**src/shared/tx_irq_pkg.sv**
```systemverilog
/*
  Package for the transmit path interrupt block: register offsets, field
  positions, reset values and the event strobe carrier.
  Assumes a 32-bit APB register bus with byte addresses.
*/
package tx_irq_pkg;
  localparam logic [11:0] flags_offset = 12'h0248;
  localparam logic [11:0] enables_offset = 12'h024c;
  localparam logic [31:0] flags_reset = 32'h0000_0000;
  localparam logic [31:0] enables_reset = 32'h0000_0000;
  // writable enable bits: 31:28 reserved
  localparam logic [31:0] enables_writable = 32'h0fff_ffff;
  // enables/flags routed to summary bit one (27:16), rest to summary bit zero
  localparam logic [31:0] route_one_mask = 32'h0fff_0000;
  localparam logic [31:0] route_zero_mask = 32'h0000_ffff;
  localparam int async_tx_pos = 27;
  localparam int ack_overrun_pos = 26;
  localparam int ack_arrived_pos = 25;
  localparam int iso_tx_pos = 24;
  localparam int num_buffers = 8;

  // per-buffer error strobes from the transmit data path, one bit per buffer
  typedef struct packed {
    logic [7:0] flush_done;
    logic [7:0] flush_on_error_enable;
    logic [7:0] continuity_error;
    logic [7:0] header_error;
  } buffer_events_t;

  // path-wide error strobes
  typedef struct packed {
    logic retry_exhausted;
    logic error_ack;
    logic illegal_tcode;
    logic ack_overrun;
    logic ack_arrived;
    logic iso_tx_error;
  } path_events_t;

  // flag bit positions for buffer n
  function automatic int flush_pos(input int n);
    return (n < 4) ? 23 - n : 15 - n;
  endfunction : flush_pos

  function automatic int continuity_pos(input int n);
    return (n < 4) ? 19 - n : 11 - n;
  endfunction : continuity_pos

  function automatic int header_pos(input int n);
    return (n < 4) ? 15 - n : 7 - n;
  endfunction : header_pos
endpackage : tx_irq_pkg

```
**src/verilog/tx_path_error_interrupts.sv**
```systemverilog
/*
  Transmit path error interrupt flags and enables with an APB slave.
  Assumes single-cycle strobes from the data path on the same clock,
  and an APB master that holds a request until pready.
*/
//
// Contract
// - flush flags buffers 1-3 at bits 22:20
// - flush flags buffers 4-7 at bits 11:8
// - flush flag only when flush-on-error enabled
// - continuity flags at 19:16 and 7:4
// - header flags at 15:12 and 3:0
// - enabled set flag drives summary bit
// - enable 27 gates async tx error
// - enables 26:24 gate ack and iso flags
// - enables 23:20 gate flush flags 0-3
// - enable bits 31:28 read zero, ignore writes
// - bits 15:0 feed summary bit zero
// - async error from retry, ack, tcode
`timescale 1ns/1ps
module tx_path_error_interrupts
  import tx_irq_pkg::*;
(
  // clock and reset
  input wire logic clock,
  input wire logic rst_n,
  // apb slave
  input wire logic psel,
  input wire logic penable,
  input wire logic pwrite,
  input wire logic [11:0] paddr,
  input wire logic [31:0] pwdata,
  output logic [31:0] prdata,
  output logic pready,
  output logic pslverr,
  // data path strobes
  input wire buffer_events_t buffer_events,
  input wire path_events_t path_events,
  // summary outputs to the system interrupt register
  output logic summary_bit_one,
  output logic summary_bit_zero,
  output logic irq
);

  //////////////////////////////////////////////////////////////////////////////
  logic [31:0] tx_path_irq_flags;
  logic [31:0] tx_path_irq_enables;
  logic [31:0] set_vector;
  logic [7:0] flush_set;
  logic [7:0] continuity_set;
  logic [7:0] header_set;
  logic async_set;
  logic access;
  logic read_setup;
  logic flags_hit;
  logic enables_hit;
  logic flags_read;
  logic enables_write;
  logic mapped;

  // address decode shared by the bus strobes
  function automatic logic reg_hit(input logic [11:0] addr, input logic [11:0] offset);
    return addr == offset;
  endfunction : reg_hit

  assign access = psel && penable;
  assign flags_hit = reg_hit(paddr, flags_offset);
  assign enables_hit = reg_hit(paddr, enables_offset);
  assign mapped = flags_hit || enables_hit;
  assign read_setup = psel && !penable && !pwrite;
  assign flags_read = access && !pwrite && flags_hit;
  assign enables_write = access && pwrite && enables_hit;
  assign pready = 1'b1;
  assign pslverr = access && !mapped;

  //////////////////////////////////////////////////////////////////////////////
  // per-buffer strobe qualification
  for (genvar n = 0; n < num_buffers; n++) begin : buffer_g
    // a flush only counts while that buffer flushes on error
    assign flush_set[n] = buffer_events.flush_done[n] && buffer_events.flush_on_error_enable[n];
    assign continuity_set[n] = buffer_events.continuity_error[n];
    assign header_set[n] = buffer_events.header_error[n];
  end : buffer_g

  assign async_set = path_events.retry_exhausted || path_events.error_ack ||
                     path_events.illegal_tcode;

  //////////////////////////////////////////////////////////////////////////////
  // event vector in flag layout
  always_comb begin
    set_vector = 32'h0000_0000;
    set_vector[async_tx_pos] = async_set;
    set_vector[ack_overrun_pos] = path_events.ack_overrun;
    set_vector[ack_arrived_pos] = path_events.ack_arrived;
    set_vector[iso_tx_pos] = path_events.iso_tx_error;
    for (int n = 0; n < num_buffers; n++) begin
      set_vector[flush_pos(n)] = flush_set[n];
      set_vector[continuity_pos(n)] = continuity_set[n];
      set_vector[header_pos(n)] = header_set[n];
    end
  end

  //////////////////////////////////////////////////////////////////////////////
  // flags clear on read; a same-cycle event wins
  always_ff @(posedge clock) begin
    if (!rst_n) begin
      tx_path_irq_flags <= flags_reset;
    end else if (flags_read) begin
      // clear only what the read returned; events after the snapshot survive
      tx_path_irq_flags <= (tx_path_irq_flags & ~prdata) | set_vector;
    end else begin
      tx_path_irq_flags <= tx_path_irq_flags | set_vector;
    end
  end

  always_ff @(posedge clock) begin
    if (!rst_n) begin
      tx_path_irq_enables <= enables_reset;
    end else if (enables_write) begin
      tx_path_irq_enables <= pwdata & enables_writable;
    end
  end

  //////////////////////////////////////////////////////////////////////////////
  always_ff @(posedge clock) begin
    if (!rst_n) begin
      prdata <= 32'h0000_0000;
    end else if (psel && !penable && !pwrite) begin
      case (paddr)
        flags_offset: prdata <= tx_path_irq_flags;
        enables_offset: prdata <= tx_path_irq_enables;
        default: prdata <= 32'h0000_0000;
      endcase
    end
  end

  //////////////////////////////////////////////////////////////////////////////
  // summary bits: 27:16 to bit one, 15:0 to bit zero
  always_ff @(posedge clock) begin
    if (!rst_n) begin
      summary_bit_one <= 1'b0;
      summary_bit_zero <= 1'b0;
    end else begin
      summary_bit_one <= |(tx_path_irq_flags & tx_path_irq_enables & route_one_mask);
      summary_bit_zero <= |(tx_path_irq_flags & tx_path_irq_enables & route_zero_mask);
    end
  end

  assign irq = summary_bit_one || summary_bit_zero;

  //////////////////////////////////////////////////////////////////////////////
  // event capture
  flush_gated_a: assert property (@(posedge clock) disable iff (!rst_n)
    (buffer_events.flush_done[1] && !buffer_events.flush_on_error_enable[1] && !tx_path_irq_flags[22])
      |=> !tx_path_irq_flags[22])
    else $error("flush flag set without enable");

  flush_high_a: assert property (@(posedge clock) disable iff (!rst_n)
    (buffer_events.flush_done[5] && buffer_events.flush_on_error_enable[5])
      |=> tx_path_irq_flags[10])
    else $error("flush flag 5 missed");

  flush_low_a: assert property (@(posedge clock) disable iff (!rst_n)
    (buffer_events.flush_done[3] && buffer_events.flush_on_error_enable[3])
      |=> tx_path_irq_flags[20])
    else $error("flush flag 3 missed");

  continuity_pos_a: assert property (@(posedge clock) disable iff (!rst_n)
    buffer_events.continuity_error[4]
      |=> tx_path_irq_flags[7])
    else $error("continuity flag 4 missed");

  header_pos_a: assert property (@(posedge clock) disable iff (!rst_n)
    buffer_events.header_error[0]
      |=> tx_path_irq_flags[15])
    else $error("header flag 0 missed");

  async_err_a: assert property (@(posedge clock) disable iff (!rst_n)
    (path_events.retry_exhausted || path_events.error_ack || path_events.illegal_tcode)
      |=> tx_path_irq_flags[27])
    else $error("async tx error flag missed");

  ack_overrun_a: assert property (@(posedge clock) disable iff (!rst_n)
    path_events.ack_overrun
      |=> tx_path_irq_flags[26])
    else $error("ack overrun flag missed");

  ack_arrived_a: assert property (@(posedge clock) disable iff (!rst_n)
    path_events.ack_arrived
      |=> tx_path_irq_flags[25])
    else $error("ack arrived flag missed");

  iso_error_a: assert property (@(posedge clock) disable iff (!rst_n)
    path_events.iso_tx_error
      |=> tx_path_irq_flags[24])
    else $error("iso tx error flag missed");

  // every buffer lands on its own flag bits
  for (genvar n = 0; n < num_buffers; n++) begin : buffer_check_g
    flush_map_a: assert property (@(posedge clock) disable iff (!rst_n)
      flush_set[n]
        |=> tx_path_irq_flags[flush_pos(n)])
      else $error("flush flag missed");

    flush_block_a: assert property (@(posedge clock) disable iff (!rst_n)
      (buffer_events.flush_done[n] && !buffer_events.flush_on_error_enable[n] && !tx_path_irq_flags[flush_pos(n)])
        |=> !tx_path_irq_flags[flush_pos(n)])
      else $error("flush flag set without enable");

    continuity_map_a: assert property (@(posedge clock) disable iff (!rst_n)
      buffer_events.continuity_error[n]
        |=> tx_path_irq_flags[continuity_pos(n)])
      else $error("continuity flag missed");

    header_map_a: assert property (@(posedge clock) disable iff (!rst_n)
      buffer_events.header_error[n]
        |=> tx_path_irq_flags[header_pos(n)])
      else $error("header flag missed");
  end : buffer_check_g

  //////////////////////////////////////////////////////////////////////////////
  // flag register
  reserved_flags_a: assert property (@(posedge clock) disable iff (!rst_n)
    1'b1
      |-> tx_path_irq_flags[31:28] == 4'h0)
    else $error("reserved flag bits nonzero");

  read_clear_a: assert property (@(posedge clock) disable iff (!rst_n)
    (flags_read && set_vector == 32'h0000_0000)
      |=> (tx_path_irq_flags & $past(prdata)) == 32'h0000_0000)
    else $error("flags not cleared by read");

  read_keep_a: assert property (@(posedge clock) disable iff (!rst_n)
    flags_read
      |=> (tx_path_irq_flags & $past(set_vector)) == $past(set_vector))
    else $error("event lost to read clear");

  flags_hold_a: assert property (@(posedge clock) disable iff (!rst_n)
    (!flags_read && set_vector == 32'h0000_0000)
      |=> $stable(tx_path_irq_flags))
    else $error("flags changed without cause");

  flags_snapshot_a: assert property (@(posedge clock) disable iff (!rst_n)
    (read_setup && flags_hit)
      |=> prdata == $past(tx_path_irq_flags))
    else $error("flag read data wrong");

  //////////////////////////////////////////////////////////////////////////////
  // enable register
  reserved_zero_a: assert property (@(posedge clock) disable iff (!rst_n)
    1'b1
      |-> tx_path_irq_enables[31:28] == 4'h0)
    else $error("reserved enable bits nonzero");

  enables_load_a: assert property (@(posedge clock) disable iff (!rst_n)
    enables_write
      |=> tx_path_irq_enables == ($past(pwdata) & enables_writable))
    else $error("enable write not taken");

  enables_keep_a: assert property (@(posedge clock) disable iff (!rst_n)
    !enables_write
      |=> $stable(tx_path_irq_enables))
    else $error("enables changed without write");

  reserved_read_a: assert property (@(posedge clock) disable iff (!rst_n)
    (read_setup && enables_hit)
      |=> prdata[31:28] == 4'h0)
    else $error("reserved enable bits read nonzero");

  //////////////////////////////////////////////////////////////////////////////
  // summary bits
  summary_one_a: assert property (@(posedge clock) disable iff (!rst_n)
    (tx_path_irq_flags[27] && tx_path_irq_enables[27])
      |=> summary_bit_one)
    else $error("summary one not raised");

  summary_zero_a: assert property (@(posedge clock) disable iff (!rst_n)
    ((tx_path_irq_flags & tx_path_irq_enables) == 32'h0000_0000)
      |=> !summary_bit_zero && !summary_bit_one)
    else $error("summary raised with nothing enabled");

  summary_route_a: assert property (@(posedge clock) disable iff (!rst_n)
    (|(tx_path_irq_flags[15:0] & tx_path_irq_enables[15:0]))
      |=> summary_bit_zero)
    else $error("summary zero not raised");

  flush_route_a: assert property (@(posedge clock) disable iff (!rst_n)
    (|(tx_path_irq_flags[23:20] & tx_path_irq_enables[23:20]))
      |=> summary_bit_one)
    else $error("flush summary not raised");

  ack_route_a: assert property (@(posedge clock) disable iff (!rst_n)
    (|(tx_path_irq_flags[26:24] & tx_path_irq_enables[26:24]))
      |=> summary_bit_one)
    else $error("ack summary not raised");

  continuity_route_a: assert property (@(posedge clock) disable iff (!rst_n)
    (|(tx_path_irq_flags[19:16] & tx_path_irq_enables[19:16]))
      |=> summary_bit_one)
    else $error("continuity summary not raised");

  one_quiet_a: assert property (@(posedge clock) disable iff (!rst_n)
    ((tx_path_irq_flags & tx_path_irq_enables & route_one_mask) == 32'h0000_0000)
      |=> !summary_bit_one)
    else $error("summary one raised by masked flag");

  zero_quiet_a: assert property (@(posedge clock) disable iff (!rst_n)
    ((tx_path_irq_flags & tx_path_irq_enables & route_zero_mask) == 32'h0000_0000)
      |=> !summary_bit_zero)
    else $error("summary zero raised by masked flag");

endmodule : tx_path_error_interrupts

```
**config.mk**
```make
export PLATFORM = sky130hd
export DESIGN_NAME = tx_path_error_interrupts
export DESIGN_NICKNAME = d
export VERILOG_FILES = /design/src/shared/tx_irq_pkg.sv /design/src/verilog/tx_path_error_interrupts.sv
export SDC_FILE = /design/constraint.sdc
export NUM_CORES = 1
export LEC_CHECK = 0
export BUFFER_PORTS_ARGS = -buffer_cell sky130_fd_sc_hd__buf_2
export CORE_MARGIN = 2
export CORE_UTILIZATION = 36
export CTS_BUF_LIST = sky130_fd_sc_hd__clkbuf_2 sky130_fd_sc_hd__clkbuf_4 sky130_fd_sc_hd__clkbuf_8
export DETAILED_ROUTE_END_ITERATION = 12
export HOLD_SLACK_MARGIN = 0.08
export MAX_ROUTING_LAYER = met4
export PLACE_DENSITY = 0.68
export SETUP_SLACK_MARGIN = 0.4
export SKIP_LAST_GASP = 1
export SLEW_MARGIN = 10
export SYNTH_ARGS = -nofsm -noshare
export SYNTH_HDL_FRONTEND = slang
export SYNTH_SLANG_ARGS = --single-unit
```
**constraint.sdc**
```tcl
create_clock -name clock -period 4 [get_ports clock]
set_input_delay 0.8 -clock clock [delete_from_list [all_inputs] [get_ports clock]]
set_output_delay 0.8 -clock clock [all_outputs]
set_load 0.02 [all_outputs]
```
; Word level (Yosys, flattened, before mapping)
; Cells that the tools add are included.
[totals]
ff_bits = 94
in_bits = 87
output_inout_bits = 37
elab_cells = 39
[op_classes]
eq_ne = 2
n_mux = 2
n_bitwise = 5
n_reduce_logical = 25
[ops]
columns = op, count
row1 = OR 32 x 28 -> 32 bit, 2
row2 = one-hot mux 32 bit (2 select lines), 1
row3 = AND 32 bit, 1
row4 = 2-to-1 mux 32 bit, 1
row5 = NOT 32 bit, 1
row6 = AND 28 bit, 1
row7 = equality test 12 x 10 -> 1 bit (second input constant), 2
row8 = logical AND 1 bit, 16
row9 = OR reduction 16 bit, 1
row10 = OR reduction 12 bit, 1
row11 = logical OR 1 bit, 4
row12 = zero test 1 bit, 3

; Logic depth before layout (Yosys ltp)
[depth]
word_depth = 4
depth_mapped = 6
ltp_nobuf = 4

; Worst setup path after synthesis
; No wires, ideal clock.
[synth_path]
kind = input-to-output
start = input paddr[8]
end = output pslverr
t_arrival_ns = 1.444
required_ns = 3.200
setup_slack_ns = 1.756
stages = 2
n_path_buf = 0
path_cell_list = and4bb_2 -> a31oi_1
[synth_between]
elab_chain_len = 4
[synth_rtl]
columns = element, line
row1 = from (decl), tx_path_error_interrupts.sv:31  ; input wire logic [11:0] paddr,
row2 = equality test 12 x 10 -> 1 bit, tx_path_error_interrupts.sv:63  ; return addr == offset;
row3 = logical OR 1 bit (*), tx_path_error_interrupts.sv:69  ; assign mapped = flags_hit || enables_hit;
row4 = zero test 1 bit (*), tx_path_error_interrupts.sv:74  ; assign pslverr = access && !mapped;
row5 = logical AND 1 bit (*), tx_path_error_interrupts.sv:74
row6 = to (decl), tx_path_error_interrupts.sv:35  ; output logic pslverr,
; Every way passes the cells marked *; elsewhere a longest branch is shown, timed or not.

; Final worst setup path
[layout_path]
start = input paddr[11]
end = output pslverr
; Same word-level chain as after synthesis.

==> load_flow_metrics.sql <==
INSERT INTO impl_metrics (metric_group, metric, value, unit) VALUES
('hold_path', 'hp_start', 'tx_path_irq_flags[29]', ''),
('yosys', 'yosys.cell_count.top_type', 'dfxtp_1', ''),
('cts', 'cts_buffer_depth', '2', ''),
('power_and_ir_drop', 'power.share.sequential', '52.6', '%'),
('power_and_ir_drop', 'switching_share', '22.5', '%'),
('cts', 'insertion_delay', '350', 'ps'),
('yosys', 'synth-adder-area-share', '0', '%'),
('setup_path', 'timing.critical_path.fanout_max', '4', ''),
('power_and_ir_drop', 'power.share.combinational', '7.6', '%'),
('routing', 'topRoutingLayerUsed', 'met4', ''),
('timing', 'tightest_slew', '763', 'ps'),
('yosys', 'share_of_flip_flops_with_an_asynchronous_set_or_reset', '0', '%'),
('grt', 'grt.overflow.total', '0', ''),
('cts', 'cts_resized', '0', ''),
('yosys', 'synth-compound-area-share', '24.4', '%'),
('yosys', 'syn_avg_cell_area', '9.28', 'um2'),
('yosys', 'post_synth_edffs', '0', ''),
('setup_path', 'r2r_start', 'tx_path_irq_flags[7]', ''),
('setup_path', 'crit_path_start', 'paddr[11]', ''),
('finish', 'share_of_final_layout_standard_cells_stronger_than_drive_strength_1', '34.0', '%'),
('yosys', 'post_synthesis_share_of_cell_area_spent_on_xor_and_xnor_gates', '0', '%'),
('yosys', 'syn-cell-area', '3920', 'um2'),
('yosys', 'synth_top_area_share', '48.1', '%'),
('setup_path', 'end_kind', 'output port', ''),
('die', 'die_x', '108', 'um'),
('setup_path', 'crit_type', 'input pin to output port', ''),
('routing', 'post_drt_via_cell_ratio', '5.05', ''),
('routing', 'route.layer.met1.wl', '4.73', 'mm'),
('routing', 'routed-wl-met2', '4.50', 'mm'),
('yosys', 'synthDistinctLibCells', '33', ''),
('yosys', 'synth_simple_gate_area_share', '13.6', '%'),
('timing', 'fin_tns_setup', '0', 'ps'),
('outcome', 'run_status', 'complete, no violations', ''),
('cts', 'cts_root_buf', 'clkbuf_8', ''),
('cts', 'cts_inserted_buffers', '9', ''),
('grt', 'groute.usage.overall', '17.1', '%'),
('cts', 'clkSlewWorstSetupHoldPaths', '90', 'ps'),
('hold_path', 'hold_path.class', 'flop to flop', ''),
('grt', 'grt_max_degree', '82', ''),
('die', 'fp-row-count', '38', ''),
('timing', 'grt_setup_unrepaired', 'false', ''),
('cts', 'cts_setup_buffers', '0', ''),
('power_and_ir_drop', 'p_sw', '0.000416', 'W'),
('grt', 'initial_antenna_violation_count', '0', ''),
('routing', 'drcViolationCount', '0', ''),
('power_and_ir_drop', 'cellLeakagePower', '2.09', 'nW'),
('timing', 'clock_skew', '10.9', 'ps'),
('placement', 'dpl.hpwl', '6.77', 'mm'),
('routing', 'post_drt_wl_per_cell', '14.5', 'um'),
('timing', 'hold_violations', '0', ''),
('routing', 'route.antenna.remaining_nets', '0', ''),
('die', 'floorplan.die.height', '108', 'um'),
('placement', 'io_buffers', '118', ''),
('grt', 'grt_pass1_vias', '3259', ''),
('cts', 'clock_tree.htree_level_count', '3', ''),
('cts', 'tritoncts_num_sinks', '94', ''),
('yosys', 'ys.warnings.count', '0', ''),
('timing', 'timing_max_transition_violations_final', '0', ''),
('routing', 'vias', '3396', ''),
('timing', 'fmax', '0.429', 'GHz'),
('yosys', 'combinational_family_with_the_most_area_after_synthesis', 'compound AO/OA/AOI/OAI gates', ''),
('setup_path', 'r2r_slack', '2690', 'ps'),
('power_and_ir_drop', 'clkPwrFrac', '39.8', '%'),
('finish', 'fill_cells', '1092', ''),
('timing', 'slew_headroom', '49.1', '%'),
('yosys', 'synth_top_area_cell', 'dfxtp_1', ''),
('yosys', 'postSynthCellCount', '422', ''),
('timing', 'timing.final.crit_period', '2330', 'ps'),
('setup_path', 'required', '3200', 'ps'),
('timing', 'timing.final.setup_violations', '0', ''),
('yosys', 'synth.area.top_cells', 'dfxtp_1 48%, mux2i_1 7.2%, nand2_1 6.6%', '');
## area by class of cell
cell class,count,area [um2],area share (%)
Multi-Input combinational cell,278,1780,37.1
Timing Repair Buffer,124,636,13.3
Clock buffer,9,124,2.59
Tap cell,140,175,3.66
Sequential cell,94,1880,39.4
Inverter,20,75.1,1.57
Clock inverter,7,113,2.36
## per-stage QoR
stage	setup WS, ps	total power, W	cell area, um2	util (%)	cells
floorplan	1760	0.00107	3920	-	422
global placement	1430	0.00113	4540	42.3	656
detailed placement	1400	0.00113	4540	42.3	656
CTS	1670	0.00186	4780	44.5	672
global route	1610	0.00192	4780	44.5	672
finish	1670	0.00185	4780	44.5	672
## per-layer routing
metal,up-vias,global-route usage (%)
met2,84,27.4
met1,1578,22.1
met4,0,5.04
li1,1726,-
met5,-,-
met3,8,3.01
## registers in the layout, indices dropped and copies added, names as in the netlist
name	cells
tx_path_irq_enables	28
tx_path_irq_flags	32
summary_bit_one	1
summary_bit_zero	1
prdata	32
## cell families (layout without fill, tap and decap cells)
family          Yosys count  count (layout)
compound gates          137             137
buf+inv                  50             160
flops                    94              94
mux                      28              28
other cells               1               1
simple gates            112             112
## power by group through the flow
stage	sequential, W	clock, W	combinational [W]
after floorplan	0.000987	0	0.0000784
after global placement	0.000992	0	0.000136
after detailed placement	0.000992	0	0.000141
final	0.000971	0.000734	0.000140
after global routing	0.000974	0.000791	0.000156
after CTS	0.000971	0.000751	0.000142
## critical path: stages
cell     delay [ps]
buf_2           110
nor4_4          330
a31oi_1         120
buf_2           170
## final timing paths
kind / end / cells after the start
max: pslverr / 4
min: tx_path_irq_flags[29] / 2
max reg2reg: summary_bit_zero / 4
min reg2reg: tx_path_irq_flags[29] / 2
## cells in the final DEF (no fill, tap or decap), drive strengths merged
cell / count
nand2: 69
dfxtp: 94
o41ai: 1
and4bb: 2
nand4: 2
a31oi: 23
mux2i: 28
inv: 20
a21oi: 12
buf: 124
and3: 1
conb: 1
clkinvlp: 1
a311oi: 8
nand3: 28
clkinv: 3
and4: 2
clkbuf: 9
nor4: 1
nor3: 2
nor3b: 2
o21ai: 75
a221oi: 6
a22o: 10
nor2: 2
a22oi: 2
bufinv: 3
or2: 1
Note: power is estimated with default switching activity, not from simulation.
